## src/scb_pkg.sv

```systemverilog
// Shared constants and types for the stepper chopper bridge control block.
package scb_pkg;
   localparam int unsigned CLK_HZ       = 200_000_000;
   localparam int unsigned CHOP_HZ      = 100_000;
   localparam int unsigned CHOP_DIV     = CLK_HZ / CHOP_HZ;
   localparam int unsigned DEAD_NS      = 300;
   localparam int unsigned DEAD_CYCLES  = (DEAD_NS * (CLK_HZ / 1_000_000) + 999) / 1000;
   localparam int unsigned SENSE_NS     = 500;
   localparam int unsigned SENSE_CYCLES = (SENSE_NS * (CLK_HZ / 1_000_000) + 999) / 1000;
   localparam int unsigned CHOP_STEPS   = 4;
   localparam int unsigned POS_BITS     = 4;

   // Wishbone register map, byte addresses.
   localparam logic [7:0] ADDR_CONTROL = 8'h00;
   localparam logic [7:0] ADDR_STATUS  = 8'h04;

   // Control register fields and reset value.
   localparam int unsigned CTL_DECAY_LSB = 0;
   localparam logic [1:0]  CTL_DECAY_RST = 2'h0;

   // Status register field positions.
   localparam int unsigned ST_MODE_LSB  = 0;
   localparam int unsigned ST_TRIP_BIT  = 2;
   localparam int unsigned ST_INIT_BIT  = 3;
   localparam int unsigned ST_DRIVE_BIT = 4;
   localparam int unsigned ST_CHOP_LSB  = 8;
   localparam int unsigned ST_POS_LSB   = 16;

   // Gate vector bit positions: {high_a, high_b, low_a, low_b}.
   localparam int unsigned G_HA = 3;
   localparam int unsigned G_HB = 2;
   localparam int unsigned G_LA = 1;
   localparam int unsigned G_LB = 0;
   localparam logic [3:0]  GATES_OFF = 4'h0;

   typedef enum logic [1:0] {
      SCB_CHARGE = 2'b00,
      SCB_SLOW   = 2'b01,
      SCB_FAST   = 2'b11
   } scb_mode_e;
endpackage

```

## src/scb_chopper.sv

```systemverilog
// Chopper control for one bipolar bridge phase with a Wishbone register port.
`timescale 1ns/1ps
module scb_chopper
   import scb_pkg::*;
#(
   parameter int unsigned OSC_DIV   = CHOP_DIV,
   parameter int unsigned DEAD      = DEAD_CYCLES,
   parameter int unsigned SENSE     = SENSE_CYCLES,
   parameter int unsigned PBITS     = POS_BITS
) (
   input  wire logic        mclk,
   input  wire logic        reset,
   input  wire logic        step_clock,
   input  wire logic        direction_ccw,
   input  wire logic        motor_reset_n,
   input  wire logic        enable,
   input  wire logic        thermal_trip,
   input  wire logic        current_over,
   input  wire logic        wb_cyc_i,
   input  wire logic        wb_stb_i,
   input  wire logic        wb_we_i,
   input  wire logic [7:0]  wb_adr_i,
   input  wire logic [3:0]  wb_sel_i,
   input  wire logic [31:0] wb_dat_i,
   output logic      [31:0] wb_dat_o,
   output logic             wb_ack_o,
   output logic             high_side_switch_a,
   output logic             high_side_switch_b,
   output logic             low_side_switch_a,
   output logic             low_side_switch_b,
   output logic             initial_state_monitor_out,
   output logic             initial_state_monitor_oe,
   output logic             protect_out,
   output logic             protect_oe
);
   localparam int unsigned OW = $clog2(OSC_DIV);
   localparam int unsigned SW = $clog2(SENSE + 1);
   localparam logic [OW-1:0] OSC_LAST   = OW'(OSC_DIV - 1);
   localparam logic [SW-1:0] SENSE_LOAD = SW'(SENSE);
   localparam logic [1:0]    CHOP_LAST  = 2'(CHOP_STEPS - 1);

   // Charge, slow and fast patterns for either current direction.
   function automatic logic [3:0] gate_decode(input scb_mode_e m, input logic rev);
      logic [3:0] g;
      g = GATES_OFF;
      case (m)
         SCB_CHARGE: g = rev ? 4'b0110 : 4'b1001;
         SCB_SLOW:   g = 4'b0011;
         SCB_FAST:   g = rev ? 4'b1001 : 4'b0110;
         default:    g = GATES_OFF;
      endcase
      return g;
   endfunction

   // Number of trailing chopping steps spent in fast decay.
   function automatic logic [2:0] fast_steps(input logic [1:0] setting);
      logic [2:0] n;
      n = 3'h0;
      case (setting)
         2'h0:    n = 3'h0;
         2'h1:    n = 3'h1;
         2'h2:    n = 3'h2;
         default: n = 3'h4;
      endcase
      return n;
   endfunction

   logic [1:0]       decay_setting;
   logic [OW-1:0]    osc_div;
   logic             osc_rise;
   logic [1:0]       chop_count;
   logic             step_d;
   logic             step_pending;
   logic             restart;
   logic             period_start;
   logic [SW-1:0]    sense_cnt;
   logic             reached;
   scb_mode_e        mode;
   scb_mode_e        next_mode;
   logic [PBITS-1:0] step_pos;
   logic [3:0]       gate_req;
   logic [3:0]       gates;
   logic             step_rise;
   logic             drive_ok;

   assign step_rise    = step_clock && !step_d;
   assign restart      = osc_rise && (step_pending || step_rise);
   assign period_start = osc_rise && (restart || chop_count == CHOP_LAST);
   assign drive_ok     = enable && !thermal_trip;

   // Internal chopping oscillator: one rising edge every OSC_DIV clocks.
   always_ff @(posedge mclk) begin
      if (reset) begin
         osc_div  <= '0;
         osc_rise <= 1'b0;
      end else begin
         osc_div  <= (osc_div == OSC_LAST) ? '0 : osc_div + 1'b1;
         osc_rise <= (osc_div == OSC_LAST);
      end
   end

   // A step arriving on the same edge as its service is still honoured.
   always_ff @(posedge mclk) begin
      if (reset) begin
         step_d       <= 1'b0;
         step_pending <= 1'b0;
      end else begin
         step_d       <= step_clock;
         step_pending <= (step_pending || step_rise) && !osc_rise;
      end
   end

   always_ff @(posedge mclk) begin
      if (reset) begin
         chop_count <= '0;
      end else if (period_start) begin
         chop_count <= '0;
      end else if (osc_rise) begin
         chop_count <= chop_count + 1'b1;
      end
   end

   // Each period opens with a short charge so the sense comparator sees real current.
   always_ff @(posedge mclk) begin
      if (reset) begin
         sense_cnt <= '0;
         reached   <= 1'b0;
      end else if (period_start) begin
         sense_cnt <= SENSE_LOAD;
         reached   <= 1'b0;
      end else begin
         if (sense_cnt != '0) begin
            sense_cnt <= sense_cnt - 1'b1;
         end
         if (sense_cnt == '0 && current_over) begin
            reached <= 1'b1;
         end
      end
   end

   always_comb begin
      next_mode = SCB_CHARGE;
      if (period_start || sense_cnt != '0) begin
         next_mode = SCB_CHARGE;
      end else if (reached || current_over) begin
         if ({1'b0, chop_count} >= 3'(CHOP_STEPS) - fast_steps(decay_setting)) begin
            next_mode = SCB_FAST;
         end else begin
            next_mode = SCB_SLOW;
         end
      end
   end

   always_ff @(posedge mclk) begin
      if (reset) begin
         mode <= SCB_CHARGE;
      end else begin
         mode <= next_mode;
      end
   end

   // Position keeps following steps while disabled so re-enable resumes in place.
   always_ff @(posedge mclk) begin
      if (reset || !motor_reset_n) begin
         step_pos <= '0;
      end else if (step_rise) begin
         step_pos <= direction_ccw ? step_pos - 1'b1 : step_pos + 1'b1;
      end
   end

   always_ff @(posedge mclk) begin
      if (reset) begin
         gate_req <= GATES_OFF;
      end else begin
         gate_req <= drive_ok ? gate_decode(mode, step_pos[PBITS-1]) : GATES_OFF;
      end
   end

   scb_dead_time #(
      .DEAD (DEAD)
   ) u_dead (
      .mclk    (mclk),
      .reset   (reset),
      .request (gate_req),
      .gates   (gates)
   );

   assign high_side_switch_a = gates[G_HA];
   assign high_side_switch_b = gates[G_HB];
   assign low_side_switch_a  = gates[G_LA];
   assign low_side_switch_b  = gates[G_LB];

   // Open-drain status pins only ever pull low.
   always_ff @(posedge mclk) begin
      if (reset) begin
         initial_state_monitor_out <= 1'b0;
         initial_state_monitor_oe  <= 1'b0;
         protect_out               <= 1'b0;
         protect_oe                <= 1'b0;
      end else begin
         initial_state_monitor_out <= 1'b0;
         initial_state_monitor_oe  <= !motor_reset_n;
         protect_out               <= 1'b0;
         protect_oe                <= thermal_trip;
      end
   end

   // Single-cycle classic Wishbone slave; unmapped reads return zero.
   always_ff @(posedge mclk) begin
      if (reset) begin
         wb_ack_o      <= 1'b0;
         wb_dat_o      <= 32'h0000_0000;
         decay_setting <= CTL_DECAY_RST;
      end else begin
         wb_ack_o <= wb_cyc_i && wb_stb_i && !wb_ack_o;
         wb_dat_o <= 32'h0000_0000;
         if (wb_cyc_i && wb_stb_i && !wb_ack_o) begin
            if (wb_we_i && wb_adr_i == ADDR_CONTROL && wb_sel_i[0]) begin
               decay_setting <= wb_dat_i[CTL_DECAY_LSB +: 2];
            end
            if (!wb_we_i && wb_adr_i == ADDR_CONTROL) begin
               wb_dat_o[CTL_DECAY_LSB +: 2] <= decay_setting;
            end
            if (!wb_we_i && wb_adr_i == ADDR_STATUS) begin
               wb_dat_o[ST_MODE_LSB +: 2]     <= mode;
               wb_dat_o[ST_TRIP_BIT]          <= thermal_trip;
               wb_dat_o[ST_INIT_BIT]          <= !motor_reset_n;
               wb_dat_o[ST_DRIVE_BIT]         <= gates != GATES_OFF;
               wb_dat_o[ST_CHOP_LSB +: 2]     <= chop_count;
               wb_dat_o[ST_POS_LSB +: PBITS]  <= step_pos;
            end
         end
      end
   end

   // Cycles since the first step edge that has not yet restarted the chopper.
   logic [OW:0] wait_cnt;
   always_ff @(posedge mclk) begin
      if (reset || restart || !(step_pending || step_rise)) begin
         wait_cnt <= '0;
      end else begin
         wait_cnt <= wait_cnt + 1'b1;
      end
   end

   restart_clear_a: assert property (@(posedge mclk) disable iff (reset)
      restart |=> chop_count == '0 && sense_cnt == SENSE_LOAD)
      else $error("Chopping counter not cleared on step restart.");
   restart_latency_a: assert property (@(posedge mclk) disable iff (reset)
      wait_cnt <= (OW+1)'(OSC_DIV))
      else $error("Step restart took longer than one oscillator period.");
   sense_charge_a: assert property (@(posedge mclk) disable iff (reset)
      restart |=> ##1 (mode == SCB_CHARGE) [*2])
      else $error("No charge sensing interval after step restart.");
   fwd_gates_a: assert property (@(posedge mclk) disable iff (reset)
      (drive_ok && !step_pos[PBITS-1] && mode == SCB_CHARGE) |=> gate_req == 4'b1001)
      else $error("Forward charge pattern wrong.");
   fwd_fast_a: assert property (@(posedge mclk) disable iff (reset)
      (drive_ok && !step_pos[PBITS-1] && mode == SCB_FAST) |=> gate_req == 4'b0110)
      else $error("Forward fast decay pattern wrong.");
   rev_charge_a: assert property (@(posedge mclk) disable iff (reset)
      (drive_ok && step_pos[PBITS-1] && mode == SCB_CHARGE) |=> gate_req == 4'b0110)
      else $error("Reverse charge pattern wrong.");
   slow_gates_a: assert property (@(posedge mclk) disable iff (reset)
      (drive_ok && mode == SCB_SLOW) |=> gate_req == 4'b0011)
      else $error("Slow decay pattern wrong.");
   rev_gates_a: assert property (@(posedge mclk) disable iff (reset)
      (drive_ok && step_pos[PBITS-1] && mode == SCB_FAST) |=> gate_req == 4'b1001)
      else $error("Reverse fast decay pattern wrong.");
   disable_off_a: assert property (@(posedge mclk) disable iff (reset)
      !enable [*3] |-> gates == GATES_OFF)
      else $error("Bridge driven while disabled.");
   step_count_a: assert property (@(posedge mclk) disable iff (reset)
      (motor_reset_n && step_rise && !direction_ccw) |=> step_pos == $past(step_pos) + 1'b1)
      else $error("Step position did not advance.");
   held_reset_a: assert property (@(posedge mclk) disable iff (reset)
      !motor_reset_n |=> step_pos == '0)
      else $error("Position moved while motor reset asserted.");
   trip_off_a: assert property (@(posedge mclk) disable iff (reset)
      thermal_trip [*3] |-> gates == GATES_OFF)
      else $error("Bridge driven during thermal trip.");
   pins_od_a: assert property (@(posedge mclk) disable iff (reset)
      !reset |=> ($past(!motor_reset_n) == initial_state_monitor_oe && $past(thermal_trip) == protect_oe))
      else $error("Open-drain status pin out of step.");
   wb_ack_a: assert property (@(posedge mclk) disable iff (reset)
      (wb_cyc_i && wb_stb_i && !wb_ack_o) |=> wb_ack_o ##1 !wb_ack_o)
      else $error("Wishbone ack not a single cycle.");

   restart_cov_c: cover property (@(posedge mclk) disable iff (reset) restart && mode == SCB_FAST);
   fast_cov_c: cover property (@(posedge mclk) disable iff (reset) mode == SCB_SLOW ##1 mode == SCB_FAST);
   resume_cov_c: cover property (@(posedge mclk) disable iff (reset) !enable && step_rise ##[1:50] enable);
endmodule

```

## src/scb_dead_time.sv

```systemverilog
// Bridge gate register with break-before-make dead time between drive patterns.
`timescale 1ns/1ps
module scb_dead_time
   import scb_pkg::*;
#(
   parameter int unsigned DEAD = DEAD_CYCLES
) (
   input  wire logic       mclk,
   input  wire logic       reset,
   input  wire logic [3:0] request,
   output logic      [3:0] gates
);
   localparam int unsigned CW = $clog2(DEAD + 1);
   localparam logic [CW-1:0] DEAD_LOAD = CW'(DEAD);

   logic [CW-1:0] dead_cnt;

   // Turning everything off is never delayed, so a trip or disable acts at once.
   always_ff @(posedge mclk) begin
      if (reset) begin
         gates    <= GATES_OFF;
         dead_cnt <= '0;
      end else if (request != gates) begin
         if (gates != GATES_OFF) begin
            gates    <= GATES_OFF;
            dead_cnt <= DEAD_LOAD;
         end else if (dead_cnt == '0) begin
            gates <= request;
         end else begin
            dead_cnt <= dead_cnt - 1'b1;
         end
      end else if (dead_cnt != '0) begin
         dead_cnt <= dead_cnt - 1'b1;
      end
   end

   // Starts full after reset, because no pattern was live before it.
   logic [CW-1:0] off_run;
   always_ff @(posedge mclk) begin
      if (reset) begin
         off_run <= DEAD_LOAD;
      end else if (gates != GATES_OFF) begin
         off_run <= '0;
      end else if (off_run != DEAD_LOAD) begin
         off_run <= off_run + 1'b1;
      end
   end

   dead_gap_a: assert property (@(posedge mclk) disable iff (reset)
      (gates != GATES_OFF && $past(gates) == GATES_OFF) |-> off_run == DEAD_LOAD)
      else $error("Bridge pattern changed without full dead time.");
   no_direct_a: assert property (@(posedge mclk) disable iff (reset)
      ($past(gates) != GATES_OFF && gates != GATES_OFF) |-> gates == $past(gates))
      else $error("Bridge switched between patterns without release.");
   dead_count_a: assert property (@(posedge mclk) disable iff (reset)
      ($past(gates) != GATES_OFF && gates == GATES_OFF && request != GATES_OFF && $stable(request))
      |-> ##[1:300] gates == request)
      else $error("Dead time did not end.");
   dead_cov_c: cover property (@(posedge mclk) disable iff (reset)
      $past(gates) != GATES_OFF && gates == GATES_OFF && request != GATES_OFF);
endmodule

```

## config.mk

```make
export PLATFORM = sky130hd
export DESIGN_NAME = scb_chopper
export DESIGN_NICKNAME = d
export VERILOG_FILES = /design/src/scb_pkg.sv /design/src/scb_chopper.sv /design/src/scb_dead_time.sv
export SDC_FILE = /design/constraint.sdc
export NUM_CORES = 1
export LEC_CHECK = 0
export BUFFER_PORTS_ARGS = -buffer_cell sky130_fd_sc_hd__buf_2
export CAP_MARGIN = 20
export CORE_MARGIN = 5
export CORE_UTILIZATION = 31
export CTS_BUF_LIST = sky130_fd_sc_hd__clkbuf_8 sky130_fd_sc_hd__clkbuf_16
export DETAILED_ROUTE_END_ITERATION = 10
export SYNTH_ARGS = -nofsm -noshare
export SYNTH_HDL_FRONTEND = slang
export SYNTH_SLANG_ARGS = --single-unit
```

## constraint.sdc

```tcl
create_clock -name mclk -period 2.3 [get_ports mclk]
set_input_delay 0.69 -clock mclk [delete_from_list [all_inputs] [get_ports mclk]]
set_output_delay 0.69 -clock mclk [all_outputs]
set_load 0.01 [all_outputs]
```

==> impl_metrics.yaml <==
outcome:
  status: "completed"
sta:
  hold_violation_total_from_the_final_report: 0
  fin_crit_sh_pct: 79.0
  slew_viol_final: 0
  timing.clock.skew_ns: 0.00747
  worstMarginPinSlew_ns: 0.511
  fin_crit_ns: 1.82
  rsz0062_at_grt: "no"
  clock.fmax_ghz: 0.550
  setup_tns_ns: 0
  worst_slew_margin_rel_pct: 65.6
  finalSetupViolCount: 0
global_route:
  antenna_violations_before_repair: 0
  wire_length_of_the_first_global_routing_pass_mm: 8.31
  vias_in_the_first_global_route: 1872
  grt.total_usage_pct: 10.2
  overflow: 0
  largest_net_degree_at_the_start_of_global_routing: 16
place:
  port_buffers: 39
  place_congestion: 0.807
  dp.final_hpwl_mm: 3.69
  placement_stage_cell_area_um2: 2930
synthesis:
  synth_async_sr_flop_share_pct: 0
  ys_ff_latch: 60
  synthesis.instances: 296
  synth.yosys.warnings: 0
  netlist-cell-type-count: 43
  syn_avg_cell_area_um2: 9.13
  synthFlopType: "sky130_fd_sc_hd__dfxtp_1"
  synth_sequential_area_ratio_pct: 44.4
  synthTopCellsByCount: "sky130_fd_sc_hd__dfxtp_1 (60), sky130_fd_sc_hd__nor2_1 (41), sky130_fd_sc_hd__buf_4 (23)"
  synth.most_common_cell: "sky130_fd_sc_hd__dfxtp_1"
  synth_top_cell_by_area: "sky130_fd_sc_hd__dfxtp_1"
  leading_post_synthesis_cells_by_cell_area: "sky130_fd_sc_hd__dfxtp_1 (44%), sky130_fd_sc_hd__buf_4 (6.4%), sky130_fd_sc_hd__nor2_1 (5.7%)"
  synth-edff-count: 0
  synth_top_cell_area_share_pct: 44.4
  synth.cell_area_um2: 2700
die:
  cell_rows: 34
  floorplan.die_area_um2: 10700
  die_width_um: 103
  count_of_boundary_i_o_pins: 96
  die_h_um: 103
  initial_utilization_pct: 31.5
  core_region_area_um2: 8590
setup_path:
  critPathLaunchType: "flip-flop"
  cp.required_ns: 2.51
  cpPeakStageDelay_ns: 0.55
  ff2ff_path_depth: 5
  crit-reg2reg-capture: "osc_div[9]$_SDFF_PP0_"
  critical_path.max_fanout: 10
  end_kind: "flip-flop"
  data_arrival_time_of_the_critical_path_ns: 2.03
  worst_path_max_delay_cell: "sky130_fd_sc_hd__or4_1"
  crit_path_cell_trace: "ha_1 > nand3_1 > or4_1 > nand2b_1 > nor2_1"
  r2r-start: "osc_div[0]$_SDFF_PP0_"
  r2r_setup_slack_ns: 0.48
  critPathKind: "reg -> reg"
clocking:
  clock_slew_seen_by_the_registers_of_the_worst_setup_and_hold_paths_ns: 0.06
  clock_sink_count: 60
  ctsHtreeMaxLevel: 3
  cts_made_buffers: 9
  cts_post_setup_buffers_inserted: 0
  ctsResizeCount: 0
  clock_path_buffers: 2
  cts_hold_buf: 0
  clk_root_buffer_cell: "sky130_fd_sc_hd__clkbuf_8"
  cts_tree: "yes"
  clock_latency_ns: 0.33
route:
  routedWlPerCell_um: 11.0
  routed-via-count: 1972
  drc: 0
  detail_route.iter0.violations: 74
  detail_route.vias_per_cell: 4.37
  routed_wirelength_mm: 4.95
  drt_pass1_iterations: 4
  final_antenna_net_count: 0
min_path:
  worst_hold_path.endpoint: "osc_div[0]$_SDFF_PP0_"
  worst_hold_path.num_cells: 1
  holdCritStartpoint: "osc_div[0]$_SDFF_PP0_"
  hp_class: "reg -> reg"
power_and_ir_drop:
  totalPowerFinal_w: 0.00293
  worst_ir_drop_vdd_mv: 0.295
  power.density_nw_per_um2: 938
  leakagePower_nw: 1.35
layout:
  drive_gt1_share_pct: 18.1
  insertedDiodeCount: 0
  design_area_um2: 3130
  flow.area_growth_from_synthesis_pct: 15.7
  net_total_in_the_final_layout: 406
job:
  drv_cap: 0
-- layout by cell type (no fill, tap or decap), drive strengths merged, types with 4 or more instances in the layout --
| cell type | Yosys | final |
|---|---|---|
| nor3 | 12 | 12 |
| mux2i | 7 | 7 |
| xnor2 | 11 | 11 |
| clkbuf | 6 | 12 |
| a21oi | 15 | 15 |
| nand2b | 7 | 7 |
| ha | 11 | 11 |
| a22oi | 4 | 4 |
| conb | 1 | 23 |
| xor2 | 7 | 7 |
| and2 | 8 | 8 |
| nor2b | 6 | 6 |
| nor4 | 6 | 6 |
| buf | 25 | 41 |
| nand2 | 14 | 14 |
| nand3 | 7 | 7 |
| nor2 | 41 | 41 |
| inv | 16 | 18 |
| dfxtp | 60 | 60 |
-- kinds of logic (layout without fill, tap and decap cells) --
kind of cell             Yosys count  in the layout  synth area share, %
other                              1             23                0.139
XOR/XNOR                          18             18                 5.83
flip-flops                        60             60                 44.4
AO/OA/AOI/OAI                     33             33                 7.87
buffers and inverters             47             72                 9.82
adder cells (fa/ha/maj)           12             12                 5.83
multiplexers                       7              7                 2.59
AND/OR/NAND/NOR                  118            118                 23.5
-- critical path, delay by kind of cell, from the launching register on --
kind | cells | cell delay [ns]
flip-flops | 1 | 0.35
AND/OR/NAND/NOR | 4 | 1.15
adder cells (fa/ha/maj) | 1 | 0.19
-- sequential cells by signal, summed over array words and instances (netlist names), 4 cells and up --
register / count
sense_cnt: 7
u_dead.dead_cnt: 6
wb_dat_o: 11
osc_div: 11
step_pos: 4
gate_req: 4
u_dead.gates: 4
-- routing by layer --
layer | vias to the layer above | global-route usage [%] | wire (µm) | part of all wire (%)
met5 | - | 0 | 0 | 0
met4 | 0 | 6.27 | 158 | 3.2
met3 | 13 | 3.96 | 337 | 6.8
met2 | 46 | 16.0 | 2380 | 48
met1 | 882 | 11.5 | 2080 | 42
li1 | 1031 | - | - | -
-- worst max-delay path by stage --
| stage | startpoint | end | slack (ns) |
|---|---|---|---|
| detailed placement | step_clock | mode[1]$_SDFF_PP0_ | 0.29 |
| global placement | step_clock | mode[1]$_SDFF_PP0_ | 0.30 |
| finish | osc_div[0]$_SDFF_PP0_ | osc_div[9]$_SDFF_PP0_ | 0.48 |
| floorplan | step_clock | mode[1]$_SDFF_PP0_ | 0.54 |
| CTS | osc_div[0]$_SDFF_PP0_ | osc_div[9]$_SDFF_PP0_ | 0.45 |
| global route | u_dead.dead_cnt[0]$_SDFFE_PP0P_ | u_dead.dead_cnt[1]$_SDFFE_PP0P_ | 0.26 |
-- power by group --
group,switching [W],leakage [nW],total [W],internal (W)
Clock,0.000385,0.111,0.000961,0.000575
Sequential,0.000113,0.489,0.00127,0.00116
Combinational,0.000373,0.751,0.000698,0.000325
-- layout make-up --
type                    count  area (µm²)
well taps                 108         135
clock buffers              12         165
fillers                   896        5470
clock inverters             3        37.5
multi-input cells         211        1320
flip-flops and latches     60        1200
repair buffers             41         210
inverters                  16        60.1
-- metrics by stage --
| step | instances | setup WS, ns | hold slack [ns] | utilization, % |
|---|---|---|---|---|
| 2_1_floorplan | 318 | 0.543 | 0.418 | - |
| 3_3_place_gp | 436 | 0.300 | 0.429 | 34.0 |
| 3_5_place_dp | 436 | 0.291 | 0.454 | 34.0 |
| 4_1_cts | 451 | 0.446 | 0.463 | 36.4 |
| 5_1_grt | 451 | 0.256 | 0.479 | 36.4 |
| 6_report | 451 | 0.483 | 0.456 | 36.4 |
Note: power is estimated with default switching activity, not from simulation.
